<file path="config.mk">
export PLATFORM = sky130hd
export DESIGN_NAME = apsw_core
export DESIGN_NICKNAME = d
export VERILOG_FILES = /design/src/core/apsw_pkg.sv /design/src/core/apsw_core.sv /design/src/core/apsw_hold_timer.sv
export SDC_FILE = /design/constraint.sdc
export NUM_CORES = 1
export LEC_CHECK = 0
export BUFFER_PORTS_ARGS = -buffer_cell sky130_fd_sc_hd__clkbuf_2
export CAP_MARGIN = 0
export CORE_ASPECT_RATIO = 0.7
export CORE_UTILIZATION = 36
export DETAILED_ROUTE_END_ITERATION = 12
export HOLD_SLACK_MARGIN = 0.12
export MAX_ROUTING_LAYER = met4
export PLACE_DENSITY = 0.51
export SETUP_SLACK_MARGIN = 0.02
export SYNTH_ARGS = -nofsm -noshare
export SYNTH_HDL_FRONTEND = slang
export SYNTH_SLANG_ARGS = --single-unit
</file>
<file path="constraint.sdc">
create_clock -name sys_clk -period 3.2 [get_ports sys_clk]
set_input_delay 0.64 -clock sys_clk [delete_from_list [all_inputs] [get_ports sys_clk]]
set_output_delay 0.64 -clock sys_clk [all_outputs]
set_load 0.03 [all_outputs]
</file>
<file path="src/core/apsw_pkg.sv">
// Shared constants and types of the ATX power switch and watchdog block
package apsw_pkg;
	// ==========================================================
	// Clock and tick timing
	localparam int SYS_CLK_HZ = 25000000;
	localparam int TICK_HZ = 32;
	localparam int TICK_CYCLES = SYS_CLK_HZ / TICK_HZ;
	localparam int TICKS_PER_SEC = TICK_HZ;
	// Times in milliseconds, as figures; tick counts derived from them
	localparam int KEY_LONG_MS = 4000;
	localparam int KEY_SHORT_MS = 250;
	localparam int RESET_PULSE_MS = 1000;
	localparam int PWR_EXTEND_MS = 5000;
	localparam int KEY_LONG_TICKS = (KEY_LONG_MS * TICK_HZ + 999) / 1000;
	localparam int KEY_SHORT_TICKS = (KEY_SHORT_MS * TICK_HZ + 999) / 1000;
	localparam int RESET_PULSE_TICKS = (RESET_PULSE_MS * TICK_HZ + 999) / 1000;
	localparam int PWR_EXTEND_TICKS = PWR_EXTEND_MS * TICK_HZ / 1000;
	localparam logic [7:0] PWR_PULSE_DEFAULT = 8'h20;
	// ==========================================================
	// Command types and status layout
	localparam logic [7:0] CMD_ATX_CFG = 8'h1C;
	localparam logic [7:0] CMD_WATCHDOG = 8'h1D;
	localparam logic [7:0] CMD_STATUS = 8'h1E;
	localparam int STATUS_LEN = 15;
	localparam int STATUS_MASK_BYTE = 7;
	localparam int STATUS_WD_BYTE = 8;
	// ==========================================================
	// Function-enable mask bits
	localparam int FN_RESET_POL = 1;
	localparam int FN_POWER_POL = 2;
	localparam int FN_BLANK_DISPLAY = 4;
	localparam int FN_KEY_RESET = 5;
	localparam int FN_KEY_POWER_ON = 6;
	localparam int FN_KEY_POWER_OFF = 7;
	localparam logic [7:0] FN_MASK_RESET = 8'h00;
	// Pin configuration byte layout
	localparam int PINCFG_FUNC_BIT = 3;
	localparam int PINCFG_DRIVE_LSB = 0;
	localparam int PINCFG_DRIVE_W = 3;
	localparam logic [2:0] DRIVE_SENSE = 3'h3;
	localparam logic [2:0] DRIVE_HIZ = 3'h2;

	typedef struct packed {
		logic valid;
		logic [7:0] kind;
		logic [1:0] len;
		logic [7:0] data0;
		logic [7:0] data1;
	} apsw_cmd_t;

	typedef struct packed {
		logic out;
		logic oe;
	} apsw_pin_t;

	typedef struct packed {
		logic valid;
		logic [7:0] func_mask;
		logic [7:0] wd_count;
	} apsw_status_t;

	typedef enum logic [2:0] {
		ST_IDLE = 3'b000,
		ST_RST_PULSE = 3'b001,
		ST_LOCKED = 3'b010,
		ST_PWR_ON_PULSE = 3'b011,
		ST_PWR_OFF_PULSE = 3'b100,
		ST_PWR_EXTEND = 3'b101
	} apsw_state_t;
endpackage

</file>
<file path="src/core/apsw_core.sv">
// ATX power and reset sequencer with host watchdog
`timescale 1ns/1ns
`default_nettype none
module apsw_core
	import apsw_pkg::*;
#(
	parameter int TICK_DIV = TICK_CYCLES
) (
	input wire logic sys_clk,
	input wire logic nrst,
	input wire apsw_pkg::apsw_cmd_t cmd,
	output logic cmd_ready,
	output logic cmd_ack,
	input wire logic [7:0] boot_func_mask,
	input wire logic [7:0] boot_pulse_len,
	input wire logic host_sense_pin,
	input wire logic confirm_key_pin,
	input wire logic cancel_key_pin,
	output apsw_pkg::apsw_pin_t reset_pin,
	output apsw_pkg::apsw_pin_t power_pin,
	output logic display_blank,
	output logic backlight_off,
	output logic self_restart,
	output apsw_pkg::apsw_status_t status
);
	import apsw_pkg::*;

	initial begin
		if (TICK_DIV < 2) begin
			$error("apsw_core tick divider too small");
		end
	end

	// ==========================================================
	// Pin synchronisers
	logic [1:0] sense_sync;
	logic [1:0] confirm_sync;
	logic [1:0] cancel_sync;
	logic sense_prev;
	logic host_up;
	logic confirm_held;
	logic cancel_held;

	always_ff @(posedge sys_clk) begin
		if (!nrst) begin
			sense_sync <= 2'h0;
			confirm_sync <= 2'h0;
			cancel_sync <= 2'h0;
			sense_prev <= 1'b0;
		end else begin
			sense_sync <= {sense_sync[0], host_sense_pin};
			confirm_sync <= {confirm_sync[0], confirm_key_pin};
			cancel_sync <= {cancel_sync[0], cancel_key_pin};
			sense_prev <= sense_sync[1];
		end
	end

	assign host_up = sense_sync[1];
	assign confirm_held = confirm_sync[1];
	assign cancel_held = cancel_sync[1];

	// ==========================================================
	// 1/32 s tick
	localparam int DIV_W = $clog2(TICK_DIV);
	logic [DIV_W-1:0] div_count;
	logic tick;

	always_ff @(posedge sys_clk) begin
		if (!nrst || tick) begin
			div_count <= '0;
		end else begin
			div_count <= div_count + 1'b1;
		end
	end

	assign tick = (div_count == DIV_W'(TICK_DIV - 1));

	// ==========================================================
	// Key hold detectors
	logic confirm_long;
	logic confirm_short;
	logic cancel_long;

	apsw_hold_timer #(.THRESHOLD(KEY_LONG_TICKS), .W(8)) u_confirm_long (
		.sys_clk(sys_clk), .nrst(nrst), .tick(tick),
		.held(confirm_held), .reached(confirm_long)
	);
	apsw_hold_timer #(.THRESHOLD(KEY_SHORT_TICKS), .W(8)) u_confirm_short (
		.sys_clk(sys_clk), .nrst(nrst), .tick(tick),
		.held(confirm_held), .reached(confirm_short)
	);
	apsw_hold_timer #(.THRESHOLD(KEY_LONG_TICKS), .W(8)) u_cancel_long (
		.sys_clk(sys_clk), .nrst(nrst), .tick(tick),
		.held(cancel_held), .reached(cancel_long)
	);

	// ==========================================================
	// Configuration and command intake
	apsw_state_t state;
	logic boot_load;
	logic [7:0] func_mask;
	logic [7:0] pulse_len;
	logic cmd_take;
	logic restart_req;
	logic blanked;

	assign cmd_ready = (state != ST_LOCKED) && !boot_load;
	assign cmd_take = cmd.valid && cmd_ready;

	// Boot config is caught one cycle after reset or restart, never inside reset
	always_ff @(posedge sys_clk) begin
		if (!nrst || restart_req) begin
			boot_load <= 1'b1;
		end else begin
			boot_load <= 1'b0;
		end
	end

	always_ff @(posedge sys_clk) begin
		if (!nrst) begin
			func_mask <= FN_MASK_RESET;
			pulse_len <= PWR_PULSE_DEFAULT;
		end else if (boot_load) begin
			func_mask <= boot_func_mask;
			pulse_len <= (boot_pulse_len == 8'h00) ? PWR_PULSE_DEFAULT : boot_pulse_len;
		end else if (cmd_take && cmd.kind == CMD_ATX_CFG && cmd.len != 2'h0) begin
			func_mask <= cmd.data0;
			if (cmd.len == 2'h2 && cmd.data1 != 8'h00) begin
				pulse_len <= cmd.data1;
			end
		end
	end

	always_ff @(posedge sys_clk) begin
		if (!nrst) begin
			cmd_ack <= 1'b0;
		end else begin
			cmd_ack <= cmd_take;
		end
	end

	// ==========================================================
	// Watchdog
	logic [7:0] wd_count;
	logic [4:0] wd_sub;
	logic wd_fire;

	always_ff @(posedge sys_clk) begin
		if (!nrst || boot_load) begin
			wd_count <= 8'h00;
			wd_sub <= 5'h00;
			wd_fire <= 1'b0;
		end else if (cmd_take && cmd.kind == CMD_WATCHDOG) begin
			wd_count <= cmd.data0;
			wd_sub <= 5'h00;
			wd_fire <= 1'b0;
		end else begin
			wd_fire <= 1'b0;
			if (tick && wd_count != 8'h00) begin
				wd_sub <= wd_sub + 5'h01;
				if (wd_sub == 5'(TICKS_PER_SEC - 1)) begin
					wd_count <= wd_count - 8'h01;
					wd_fire <= (wd_count == 8'h01);
				end
			end
		end
	end

	// ==========================================================
	// Status answer
	always_ff @(posedge sys_clk) begin
		if (!nrst) begin
			status <= '0;
		end else begin
			status.valid <= cmd_take && cmd.kind == CMD_STATUS;
			if (cmd_take && cmd.kind == CMD_STATUS) begin
				status.func_mask <= func_mask;
				status.wd_count <= wd_count;
			end
		end
	end

	// ==========================================================
	// Pulse sequencer
	logic [7:0] pulse_count;
	logic wd_pending;
	logic keys_spent;

	// Saturated hold timers would retrigger; both keys must be released first
	always_ff @(posedge sys_clk) begin
		if (!nrst) begin
			keys_spent <= 1'b0;
		end else if (!confirm_held && !cancel_held) begin
			keys_spent <= 1'b0;
		end else if (state != ST_IDLE) begin
			keys_spent <= 1'b1;
		end
	end

	// Expiry during a power-off pulse waits for idle; one during a pulse that ends in ST_LOCKED is cleared by the restart
	always_ff @(posedge sys_clk) begin
		if (!nrst || boot_load) begin
			wd_pending <= 1'b0;
		end else if (wd_fire) begin
			wd_pending <= 1'b1;
		end else if (state == ST_IDLE) begin
			wd_pending <= 1'b0;
		end
	end

	always_ff @(posedge sys_clk) begin
		if (!nrst || boot_load) begin
			state <= ST_IDLE;
			pulse_count <= 8'h00;
		end else begin
			case (state)
				ST_IDLE: begin
					pulse_count <= 8'h00;
					if (wd_fire || wd_pending) begin
						state <= ST_RST_PULSE;
					end else if (keys_spent) begin
						state <= ST_IDLE;
					end else if (func_mask[FN_KEY_RESET] && host_up && confirm_long) begin
						state <= ST_RST_PULSE;
					end else if (func_mask[FN_KEY_POWER_ON] && !host_up && confirm_short) begin
						state <= ST_PWR_ON_PULSE;
					end else if (func_mask[FN_KEY_POWER_OFF] && host_up && cancel_long) begin
						state <= ST_PWR_OFF_PULSE;
					end
				end
				ST_RST_PULSE: begin
					if (tick) begin
						pulse_count <= pulse_count + 8'h01;
						if (pulse_count == 8'(RESET_PULSE_TICKS - 1)) begin
							state <= ST_LOCKED;
						end
					end
				end
				ST_LOCKED: begin
					state <= ST_LOCKED; // Left only through restart
				end
				ST_PWR_ON_PULSE, ST_PWR_OFF_PULSE: begin
					if (tick) begin
						pulse_count <= pulse_count + 8'h01;
						if (pulse_count == pulse_len - 8'h01) begin
							pulse_count <= 8'h00;
							if (state == ST_PWR_ON_PULSE) begin
								state <= ST_LOCKED;
							end else if (cancel_held) begin
								state <= ST_PWR_EXTEND;
							end else begin
								state <= ST_IDLE;
							end
						end
					end
				end
				ST_PWR_EXTEND: begin
					if (!cancel_held) begin
						state <= ST_IDLE;
					end else if (tick) begin
						pulse_count <= pulse_count + 8'h01;
						if (pulse_count == 8'(PWR_EXTEND_TICKS - 1)) begin
							state <= ST_IDLE;
						end
					end
				end
				default: begin
					state <= ST_IDLE;
				end
			endcase
		end
	end

	// ==========================================================
	// Restart, display blanking and pin drive
	assign blanked = func_mask[FN_BLANK_DISPLAY] && !host_up;
	assign restart_req = self_restart;

	always_ff @(posedge sys_clk) begin
		if (!nrst) begin
			self_restart <= 1'b0;
			display_blank <= 1'b0;
			backlight_off <= 1'b0;
		end else begin
			// Locked state restarts self once the host pulse is over
			self_restart <= !self_restart && !boot_load && ((state == ST_LOCKED)
				|| (display_blank && host_up && !sense_prev));
			display_blank <= blanked && !boot_load;
			backlight_off <= blanked && !boot_load;
		end
	end

	// Output is the asserted level; the enable alone frees the line
	always_ff @(posedge sys_clk) begin
		if (!nrst) begin
			reset_pin <= '0;
			power_pin <= '0;
		end else begin
			reset_pin.oe <= (state == ST_RST_PULSE);
			reset_pin.out <= func_mask[FN_RESET_POL];
			power_pin.oe <= (state == ST_PWR_ON_PULSE) || (state == ST_PWR_OFF_PULSE)
				|| (state == ST_PWR_EXTEND);
			power_pin.out <= func_mask[FN_POWER_POL];
		end
	end
endmodule
`default_nettype wire

</file>
<file path="src/core/apsw_hold_timer.sv">
// Key hold timer counting ticks while a key stays pressed
`timescale 1ns/1ns
`default_nettype none
module apsw_hold_timer #(
	parameter int THRESHOLD = 128,
	parameter int W = 8
) (
	input wire logic sys_clk,
	input wire logic nrst,
	input wire logic tick,
	input wire logic held,
	output logic reached
);
	logic [W-1:0] count;

	initial begin
		if (THRESHOLD < 1 || THRESHOLD >= (1 << W)) begin
			$error("apsw_hold_timer threshold does not fit");
		end
	end

	// Saturates at threshold so a long hold never wraps
	always_ff @(posedge sys_clk) begin
		if (!nrst || !held) begin
			count <= '0;
		end else if (tick && count != W'(THRESHOLD)) begin
			count <= count + W'(1);
		end
	end

	assign reached = held && (count == W'(THRESHOLD));
endmodule
`default_nettype wire

</file>
==> metrics.md, run 1 <==
| Metric | Value |
|---|---|
| Post-Syn Area per Cell | `8.70 µm²` |
| PwrDens | `520 mW/mm²` |
| RSZ-0062 raised after global routing | `no` |
| Final Skew | `23.6 ps` |
| GR Util met2 | `25.5%` |
| Post-CTS Setup Bufs | `0` |
| Combinational Power Share | `4.9%` |
| Global-route wire length before repair | `21,500 µm` |
| P_int | `0.00265 W` |
| DP Worst Slack | `294 ps` |
| Sequential cell area | `0.00238 mm²` |
| Die area | `0.0162 mm²` |
| Post-CTS Hold Fix Bufs | `0` |
| Clock-pin transition on the worst setup and hold timing paths | `50 ps` |
| Final WS setup | `305 ps` |
| Nets | `781` |
| Hold crit path type | `reg2reg` |
| Share of layout cells above drive strength 1 | `17.0%` |
| Crit Path Class | `reg2reg` |
| Final Hold Fails | `0` |
| Worst EP required | `3490 ps` |
| Largest net degree at the start of global routing | `29` |
| Non-filler cells, final | `925` |
| F_max | `345 MHz` |
| Critical path arrival | `3180 ps` |
| H-tree depth | `4` |
| Sequential fraction of the synthesis area | `42.3%` |
| DR pass1 iterations | `4` |
| Die W | `152 µm` |
| Met1 usage | `24.5%` |
| Post-layout min period | `2890 ps` |
| Worst skew pair latency | `410 ps` |
| Setup_tns | `0 ps` |
| Num ports | `74` |
| Grt total ovfl | `0` |
| Synth unique cells | `61` |
| Final wirelength | `12,900 µm` |
| Area grow syn2layout | `18.6%` |
| Reg power frac | `44.0%` |
| Pins Over Slew Limit | `0` |
| Outcome | `finished, final reports clean` |
| Async SR Flop Fraction | `0%` |
| Clk network pwr share | `51.2%` |
| Cts repair resizes | `0` |
| Clk sinks | `119` |
| Num CTS Buffers | `17` |
| PortBufs | `73` |
| Syn nets | `711` |
| Post-Syn Instances | `648` |
| Root buf cell | `clkbuf_16` |
| GRT Util Overall | `17.6%` |
| Vias per cell | `4.96` |
| CTS tree | `built` |
| Max-cap violations | `0` |
| Area of the multi-input gates | `0.00303 mm²` |
| Leak | `2.60 nW` |
| WL/cell | `13.9 µm` |
| Ys flop type | `dfxtp_1` |
| Post-layout util | `44.6%` |
| Die Y-Extent | `107 µm` |
| Clock Path Buffers | `2` |
| Antenna violations before repair | `0` |
| Busiest grt layer | `met2` |
| Ant diodes | `0` |
| EDFF count, synth | `0` |
| Remaining DRCs | `0` |
| Switching share of power | `24.0%` |
| Critical path peak fanout | `9` |
| Synthesis Warnings | `0` |
| Fin crit share | `90.5%` |
| Core Footprint | `0.0150 mm²` |
| Post-DP HPWL | `9120 µm` |
| Slew Limit Headroom | `53.1%` |
| Antenna-violating nets left | `0` |
| Routing usage on met3 | `3.96%` |
| DRT iter0 DRCs | `178` |
| Via count | `4,587` |
| CP endpoint kind | `register` |
| Yosys reg bits | `119` |
| Switching power | `0.000833 W` |
| Initial cell density of the core | `37.6%` |
| Final setup vio count | `0` |
| Peak VDD IR | `0.373 mV` |
| Placed Cells | `894` |
| Slew @ Worst Pin | `701 ps` |
| # rows | `37` |
| Filler Cell Count | `1,506` |
| Routability cong. | `0.846` |
| CP startpoint kind | `register` |
| Synthesized area | `0.00564 mm²` |
| Vias in the first global route | `4,327` |
-- worst max-delay path, stage by stage, from the launching register on --
cell and delay [ps]:
dfxtp_1 430, inv_1 70, ha_1 310, o21bai_1 210
a2111oi_2 390, a311oi_2 100, a2111oi_4 410, o21ai_2 120
a21oi_4 320, nor3_4 100, a221o_1 330
-- state kept, by name, summed over array words and instances, names as in the netlist, 5 cells and up --
signal	count
pulse_len	8
u_confirm_long.count	8
wd_sub	5
func_mask	8
wd_count	8
u_cancel_long.count	8
div_count	20
pulse_count	8
status	17
u_confirm_short.count	8
-- stage by stage --
stage / hold slack (ps) / power (W) / area (µm²)
floorplan: 412 / 0.00167 / 5640
global placement: 422 / 0.00173 / 6130
detailed placement: 419 / 0.00173 / 6130
CTS: 428 / 0.00353 / 6690
global route: 437 / 0.00362 / 6690
finish: 429 / 0.00348 / 6690
-- power groups by stage --
| stage | Combinational, W | Sequential [W] | Clock, W |
|---|---|---|---|
| 2_1_floorplan | 0.000112 | 0.00156 | 0 |
| 3_3_place_gp | 0.000167 | 0.00156 | 0 |
| 3_5_place_dp | 0.000170 | 0.00156 | 0 |
| 4_1_cts | 0.000171 | 0.00153 | 0.00183 |
| 5_1_grt | 0.000190 | 0.00153 | 0.00190 |
| 6_report | 0.000169 | 0.00153 | 0.00178 |
-- synth_stat cells, types with 7 or more instances --
library cell	number	area share, %
and3_1	14	1.6
and2_1	22	2.4
nor2b_1	7	0.78
o21ai_0	14	1.2
nor4_1	10	1.1
mux2i_1	23	4.1
a211oi_1	15	2.0
a21oi_1	29	2.6
ha_1	15	3.3
nand3_1	20	1.8
nand4_1	14	1.6
nand2_1	79	5.3
dfxtp_1	119	42
clkbuf_1	15	1.0
xnor2_1	20	3.1
nor3_1	16	1.4
nor2_1	87	5.8
xor2_1	37	5.7
inv_1	18	1.2
-- path summary, 6_finish.rpt --
check	depth (start not counted)	endpoint	startpoint	slack [ps]
worst max-delay path	10	pulse_count[7]	pulse_len[0]	310
worst min-delay path	1	confirm_sync[1]	confirm_sync[0]	430
worst max register to register	10	pulse_count[7]	pulse_len[0]	310
worst min register to register	1	confirm_sync[1]	confirm_sync[0]	430
-- placed cells by master (no fill, tap or decap), types with 4 or more instances in the layout --
master,n
dfxtp_1,119
nor2_1,87
nand2_1,79
clkbuf_2,73
xor2_1,37
a21oi_1,29
mux2i_1,23
and2_1,22
xnor2_1,20
nand3_1,20
inv_1,18
clkbuf_16,17
nor3_1,16
a211oi_1,15
ha_1,15
o21ai_0,14
nand4_1,14
and3_1,14
nor4_1,9
nor2b_1,7
or3_1,6
a221o_1,6
buf_4,6
clkinv_4,5
nand2b_1,4
-- logic make-up (layout without fill, tap and decap cells) --
family | count (synthesis) | count (layout) | share of synthesized area, %
XOR/XNOR | 57 | 57 | 8.86
adder cells (fa/ha/maj) | 15 | 15 | 3.33
AND/OR/NAND/NOR | 302 | 302 | 26.7
buffers and inverters | 47 | 129 | 4.17
flip-flops | 119 | 119 | 42.3
AO/OA/AOI/OAI | 85 | 85 | 10.6
multiplexers | 23 | 23 | 4.08
-- routing by layer --
layer  part of all wire (%)  vias to the layer above
li1                       -                     2387
met1                     52                     2132
met2                     44                       66
met3                    3.2                        2
met4                   0.29                        0
met5                      0                        -
-- area by class of cell --
| cell class | count | area share (%) |
|---|---|---|
| well taps | 195 | 3.65 |
| clock inverters | 14 | 1.93 |
| clock buffers | 17 | 6.36 |
| flip-flops and latches | 119 | 35.6 |
| inverters | 19 | 1.07 |
| multi-input cells | 482 | 45.2 |
| repair buffers | 79 | 6.14 |
Note: power is estimated with default switching activity, not from simulation.
==> inputs of run 2 (changes only) <==
--- a/config.mk
+++ b/config.mk
@@ -7,12 +7,14 @@
 export LEC_CHECK = 0
 export BUFFER_PORTS_ARGS = -buffer_cell sky130_fd_sc_hd__clkbuf_2
 export CAP_MARGIN = 0
+export CELL_PAD_IN_SITES_DETAIL_PLACEMENT = 1
+export CELL_PAD_IN_SITES_GLOBAL_PLACEMENT = 1
 export CORE_ASPECT_RATIO = 0.7
-export CORE_UTILIZATION = 36
+export CORE_UTILIZATION = 44
 export DETAILED_ROUTE_END_ITERATION = 12
 export HOLD_SLACK_MARGIN = 0.12
 export MAX_ROUTING_LAYER = met4
-export PLACE_DENSITY = 0.51
+export PLACE_DENSITY = 0.77
 export SETUP_SLACK_MARGIN = 0.02
 export SYNTH_ARGS = -nofsm -noshare
 export SYNTH_HDL_FRONTEND = slang
==> run 2 against run 1 <==
Design area down 0.30%; combinational power about the same; flip-flop and latch count unchanged; sequential power about the same; setup slack worse by 120 ps; critical path depth unchanged; sequential share of layout area up 0.11 points; fmax down 4.1%; hold slack worse by 2.7 ps; critical path type unchanged.
==> metrics.md, run 2 (synthesized netlist as in run 1, its figures left out) <==
| Metric | Value |
|---|---|
| Outcome | `finished, final reports clean` |
| Clock Path Buffers | `2` |
| Post-DP HPWL | `10,500 µm` |
| Hold crit path type | `in2reg` |
| Remaining DRCs | `0` |
| Via count | `4,806` |
| CP endpoint kind | `register` |
| Post-CTS Setup Bufs | `0` |
| Antenna-violating nets left | `0` |
| Vias per cell | `5.38` |
| Share of layout cells above drive strength 1 | `17.1%` |
| Worst EP required | `3500 ps` |
| Ant diodes | `0` |
| Max-cap violations | `0` |
| PortBufs | `73` |
| Area grow syn2layout | `18.3%` |
| Flip-flop count of the largest register after layout | `20` |
| CP Cell Sequence | `inv_1 -> ha_1 -> o21bai_1 -> a2111oi_2 -> a311oi_2 -> a2111oi_4 -> o21ai_2 -> a21oi_4 -> nor3_4 -> a221o_1` |
| Fin crit share | `94.3%` |
| Setup_tns | `0 ps` |
| # rows | `34` |
| Global-route wire length before repair | `24,900 µm` |
| DP Worst Slack | `193 ps` |
| Final Skew | `11.3 ps` |
| Final Hold Fails | `0` |
| CP startpoint kind | `register` |
| GRT Util Overall | `24.9%` |
| Cts repair resizes | `0` |
| Core Footprint | `0.0125 mm²` |
| Post-CTS Hold Fix Bufs | `0` |
| Leak | `2.61 nW` |
| Final WS setup | `182 ps` |
| Most common cell after layout, fill and taps aside | `dfxtp_1` |
| Top flop regs | `div_count: 20 flops, status: 17 flops` |
| Num CTS Buffers | `17` |
| CTS tree | `built` |
| Routability cong. | `0.828` |
| Clock-pin transition on the worst setup and hold timing paths | `60 ps` |
| Critical Path Max Stage Delay | `460 ps` |
| H-tree depth | `4` |
| Antenna violations before repair | `0` |
| Vias in the first global route | `5,076` |
| Final wirelength | `14,800 µm` |
| Die area | `0.0133 mm²` |
| Reg with most FFs | `div_count` |
| Clk sinks | `119` |
| Critical path peak fanout | `9` |
| Crit Path Class | `reg2reg` |
| Slew @ Worst Pin | `659 ps` |
| RSZ-0062 raised after global routing | `no` |
| Final setup vio count | `0` |
| Num ports | `74` |
| WL/cell | `16.5 µm` |
| Die W | `137 µm` |
| Peak VDD IR | `0.339 mV` |
| Slowest stage cell, crit path | `dfxtp_1` |
| Root buf cell | `clkbuf_16` |
| Most frequent cells in the layout | `119 x dfxtp_1, 87 x nor2_1, 79 x nand2_1, 73 x clkbuf_2, 37 x xor2_1` |
| Post-layout min period | `3020 ps` |
| F_max | `331 MHz` |
| Pins Over Slew Limit | `0` |
| DRT iter0 DRCs | `188` |
| PwrDens | `534 mW/mm²` |
| Nets | `781` |
| Critical path arrival | `3320 ps` |
| Die Y-Extent | `96.7 µm` |
| Worst skew pair latency | `420 ps` |
| Initial cell density of the core | `45.2%` |
| Slew Limit Headroom | `55.9%` |
| Grt total ovfl | `0` |
| Largest net degree at the start of global routing | `29` |
| DR pass1 iterations | `4` |
run 2: cell count changes in the layout (fill, tap and decap cells not counted), sizes merged:
cell / previous run / this run
clkinv: 9 / 6
inv: 20 / 21
clkinvlp: 3 / 4
clkbuf: 90 / 92
run 2: path summary, 6_finish.rpt:
path / start / end / slack, ps / cells after the start
hold / removal: confirm_key_pin / confirm_sync[0] / 430 / 2
setup / recovery: pulse_len[0] / pulse_count[7] / 180 / 10
hold reg to reg: sense_sync[0] / sense_sync[1] / 430 / 1
setup reg to reg: pulse_len[0] / pulse_count[7] / 180 / 10
run 2: critical path, delay by kind of cell, from the launching register on:
family	cells	cell delay (ps)
compound gates	7	1940
flops	1	460
fa+ha+maj	1	310
simple gates	1	100
buf+inv	1	90
run 2: metrics by stage:
stage | instances | utilization (%) | cell area [µm²] | hold slack (ps) | power [W]
4_1_cts | 893 | 53.5 | 6670 | 411 | 0.00359
3_5_place_dp | 861 | 48.9 | 6090 | 422 | 0.00173
3_3_place_gp | 861 | 48.9 | 6090 | 420 | 0.00172
5_1_grt | 893 | 53.5 | 6670 | 429 | 0.00368
6_report | 893 | 53.5 | 6670 | 426 | 0.00356
2_1_floorplan | 648 | - | 5640 | 412 | 0.00167
run 2: per-layer routing:
layer	global-route usage (%)	up-vias	wire length (µm)
met1	30.5	2329	6940
met5	-	-	0
met2	39.5	76	7110
li1	-	2368	-
met4	11.1	0	289
met3	4.72	33	433
run 2: where the power goes:
group | internal, W | switching, W | total [W]
clock network | 0.00112 | 0.000741 | 0.00186
registers | 0.00150 | 0.0000256 | 0.00153
logic | 0.0000730 | 0.0000993 | 0.000172
run 2: final cells by class:
class | count | area, µm²
clock buffers | 19 | 453
clock inverters | 13 | 123
inverters | 19 | 71.3
flip-flops and latches | 119 | 2380
repair buffers | 79 | 410
fillers | 1462 | 5800
well taps | 162 | 203
multi-input cells | 482 | 3030
==> inputs of run 3 (changes only) <==
--- a/config.mk
+++ b/config.mk
@@ -7,14 +7,12 @@
 export LEC_CHECK = 0
 export BUFFER_PORTS_ARGS = -buffer_cell sky130_fd_sc_hd__clkbuf_2
 export CAP_MARGIN = 0
-export CELL_PAD_IN_SITES_DETAIL_PLACEMENT = 1
-export CELL_PAD_IN_SITES_GLOBAL_PLACEMENT = 1
 export CORE_ASPECT_RATIO = 0.7
-export CORE_UTILIZATION = 44
+export CORE_UTILIZATION = 57
 export DETAILED_ROUTE_END_ITERATION = 12
 export HOLD_SLACK_MARGIN = 0.12
 export MAX_ROUTING_LAYER = met4
-export PLACE_DENSITY = 0.77
+export PLACE_DENSITY = 0.76
 export SETUP_SLACK_MARGIN = 0.02
 export SYNTH_ARGS = -nofsm -noshare
 export SYNTH_HDL_FRONTEND = slang
==> run 3 against run 2 <==
Clock power hardly changed; flip-flop and latch count did not move; hold slack improved by 11 ps; design area shrank 0.79%; largest power group unchanged.
==> metrics.md, run 3 (synthesized netlist as in run 1, its figures left out) <==
| Metric | Value |
|---|---|
| Cts repair resizes | `0` |
| Final Skew | `8.68 ps` |
| Pins Over Slew Limit | `0` |
| Critical Path Max Stage Delay | `440 ps` |
| Die Y-Extent | `85.2 µm` |
| Share of layout cells above drive strength 1 | `16.9%` |
| Slew Limit Headroom | `53.1%` |
| CP endpoint kind | `register` |
| Most frequent cells in the layout | `119 x dfxtp_1, 87 x nor2_1, 79 x nand2_1, 73 x clkbuf_2, 37 x xor2_1` |
| Clock Path Buffers | `2` |
| Ant diodes | `0` |
| Hold crit path type | `in2reg` |
| Vias per cell | `5.54` |
| Num ports | `74` |
| Core Footprint | `0.00933 mm²` |
| Top flop regs | `div_count: 20 flops, status: 17 flops` |
| Worst hold slack | `438 ps` |
| Outcome | `finished, final reports clean` |
| CP Cell Sequence | `inv_1 -> ha_1 -> o21bai_1 -> a2111oi_2 -> a311oi_2 -> a2111oi_4 -> o21ai_2 -> a21oi_4 -> nor3_4 -> a221o_1` |
| Initial cell density of the core | `60.4%` |
| Worst reg2reg path endpoint | `pulse_count[4]` |
| CP startpoint kind | `register` |
| Area grow syn2layout | `17.4%` |
| Global-route wire length before repair | `21,100 µm` |
| Final wirelength | `12,800 µm` |
| Num CTS Buffers | `17` |
| Most common cell after layout, fill and taps aside | `dfxtp_1` |
| Post-layout min period | `2940 ps` |
| Worst skew pair latency | `410 ps` |
| H-tree depth | `4` |
| Post-CTS Setup Bufs | `0` |
| Antenna-violating nets left | `0` |
| DR pass1 iterations | `5` |
| Max-cap violations | `0` |
| Nets | `779` |
| # rows | `29` |
| Leak | `2.61 nW` |
| Final Hold Fails | `0` |
| Critical path arrival | `3230 ps` |
| Slowest stage cell, crit path | `dfxtp_1` |
| Setup_tns | `0 ps` |
| Placed Cells | `821` |
| Non-filler cells, final | `853` |
| GRT Util Overall | `27.1%` |
| Reg with most FFs | `div_count` |
| Grt total ovfl | `0` |
| Post-layout util | `70.9%` |
| PwrDens | `535 mW/mm²` |
| Worst setup path startpoint | `pulse_len[0]` |
| Via count | `4,725` |
| Critical path peak fanout | `9` |
| Setup crit end | `pulse_count[4]` |
| WL/cell | `15.0 µm` |
| RSZ-0062 raised after global routing | `no` |
| Die W | `121 µm` |
| Largest net degree at the start of global routing | `30` |
| Root buf cell | `clkbuf_16` |
| F_max | `340 MHz` |
| Flip-flop count of the largest register after layout | `20` |
| Post-CTS Hold Fix Bufs | `0` |
| CTS tree | `built` |
| Slew @ Worst Pin | `701 ps` |
| Setup slack, reg-to-reg | `260 ps` |
| DRT iter0 DRCs | `244` |
| Worst EP required | `3490 ps` |
| Reg2reg path depth | `10` |
| Fin crit share | `91.9%` |
| Vias in the first global route | `4,467` |
| Clock-pin transition on the worst setup and hold timing paths | `60 ps` |
| Remaining DRCs | `0` |
| Clk sinks | `119` |
| Post-DP HPWL | `8860 µm` |
| PortBufs | `73` |
| Antenna violations before repair | `0` |
| Filler Cell Count | `721` |
| Peak VDD IR | `0.403 mV` |
| Reg2reg start | `pulse_len[0]` |
| Die area | `0.0103 mm²` |
| Routability cong. | `0.829` |
| Final setup vio count | `0` |
| Crit Path Class | `reg2reg` |
==> run 3: power breakdown <==
group          switching, W  internal [W]
Combinational     0.0000960     0.0000729
Clock              0.000702       0.00114
Sequential        0.0000254       0.00151
==> run 3: metal layers <==
metal	vias to the layer above	global-route usage (%)	part of all wire (%)
met5	-	-	0
met4	0	11.2	1.8
met3	25	6.38	4.3
met2	119	41.8	46
met1	2210	34.1	47
li1	2371	-	-
==> run 3: worst min path at each step <==
stage | to | from | cells past startpoint | slack (ps)
after floorplan | cancel_sync[1] | cancel_sync[0] | 1 | 410
after global placement | sense_sync[1] | sense_sync[0] | 1 | 420
after detailed placement | confirm_sync[1] | confirm_sync[0] | 1 | 430
after CTS | cancel_sync[0] | cancel_key_pin | 2 | 430
after global routing | confirm_sync[0] | confirm_key_pin | 2 | 450
final | cancel_sync[0] | cancel_key_pin | 2 | 440
==> run 3: cell type report <==
cell class | instances | area, µm² | area share [%]
multi-input cells | 482 | 3030 | 45.7
flip-flops and latches | 119 | 2380 | 36.0
clock buffers | 20 | 467 | 7.06
repair buffers | 77 | 395 | 5.98
well taps | 124 | 155 | 2.35
clock inverters | 12 | 119 | 1.80
inverters | 19 | 71.3 | 1.08
==> run 3: critical path: cells and delay by family (launching register included) <==
family | cells | cell delay, ps
compound gates | 7 | 1900
buf+inv | 1 | 70
fa+ha+maj | 1 | 310
simple gates | 1 | 100
flops | 1 | 440
==> run 3: per-stage QoR <==
stage / power (W) / cell area, µm² / worst slack [ps]
floorplan: 0.00167 / 5640 / 562
global placement: 0.00172 / 6030 / 388
detailed placement: 0.00173 / 6030 / 276
CTS: 0.00356 / 6620 / 248
global route: 0.00365 / 6620 / 105
finish: 0.00354 / 6620 / 259
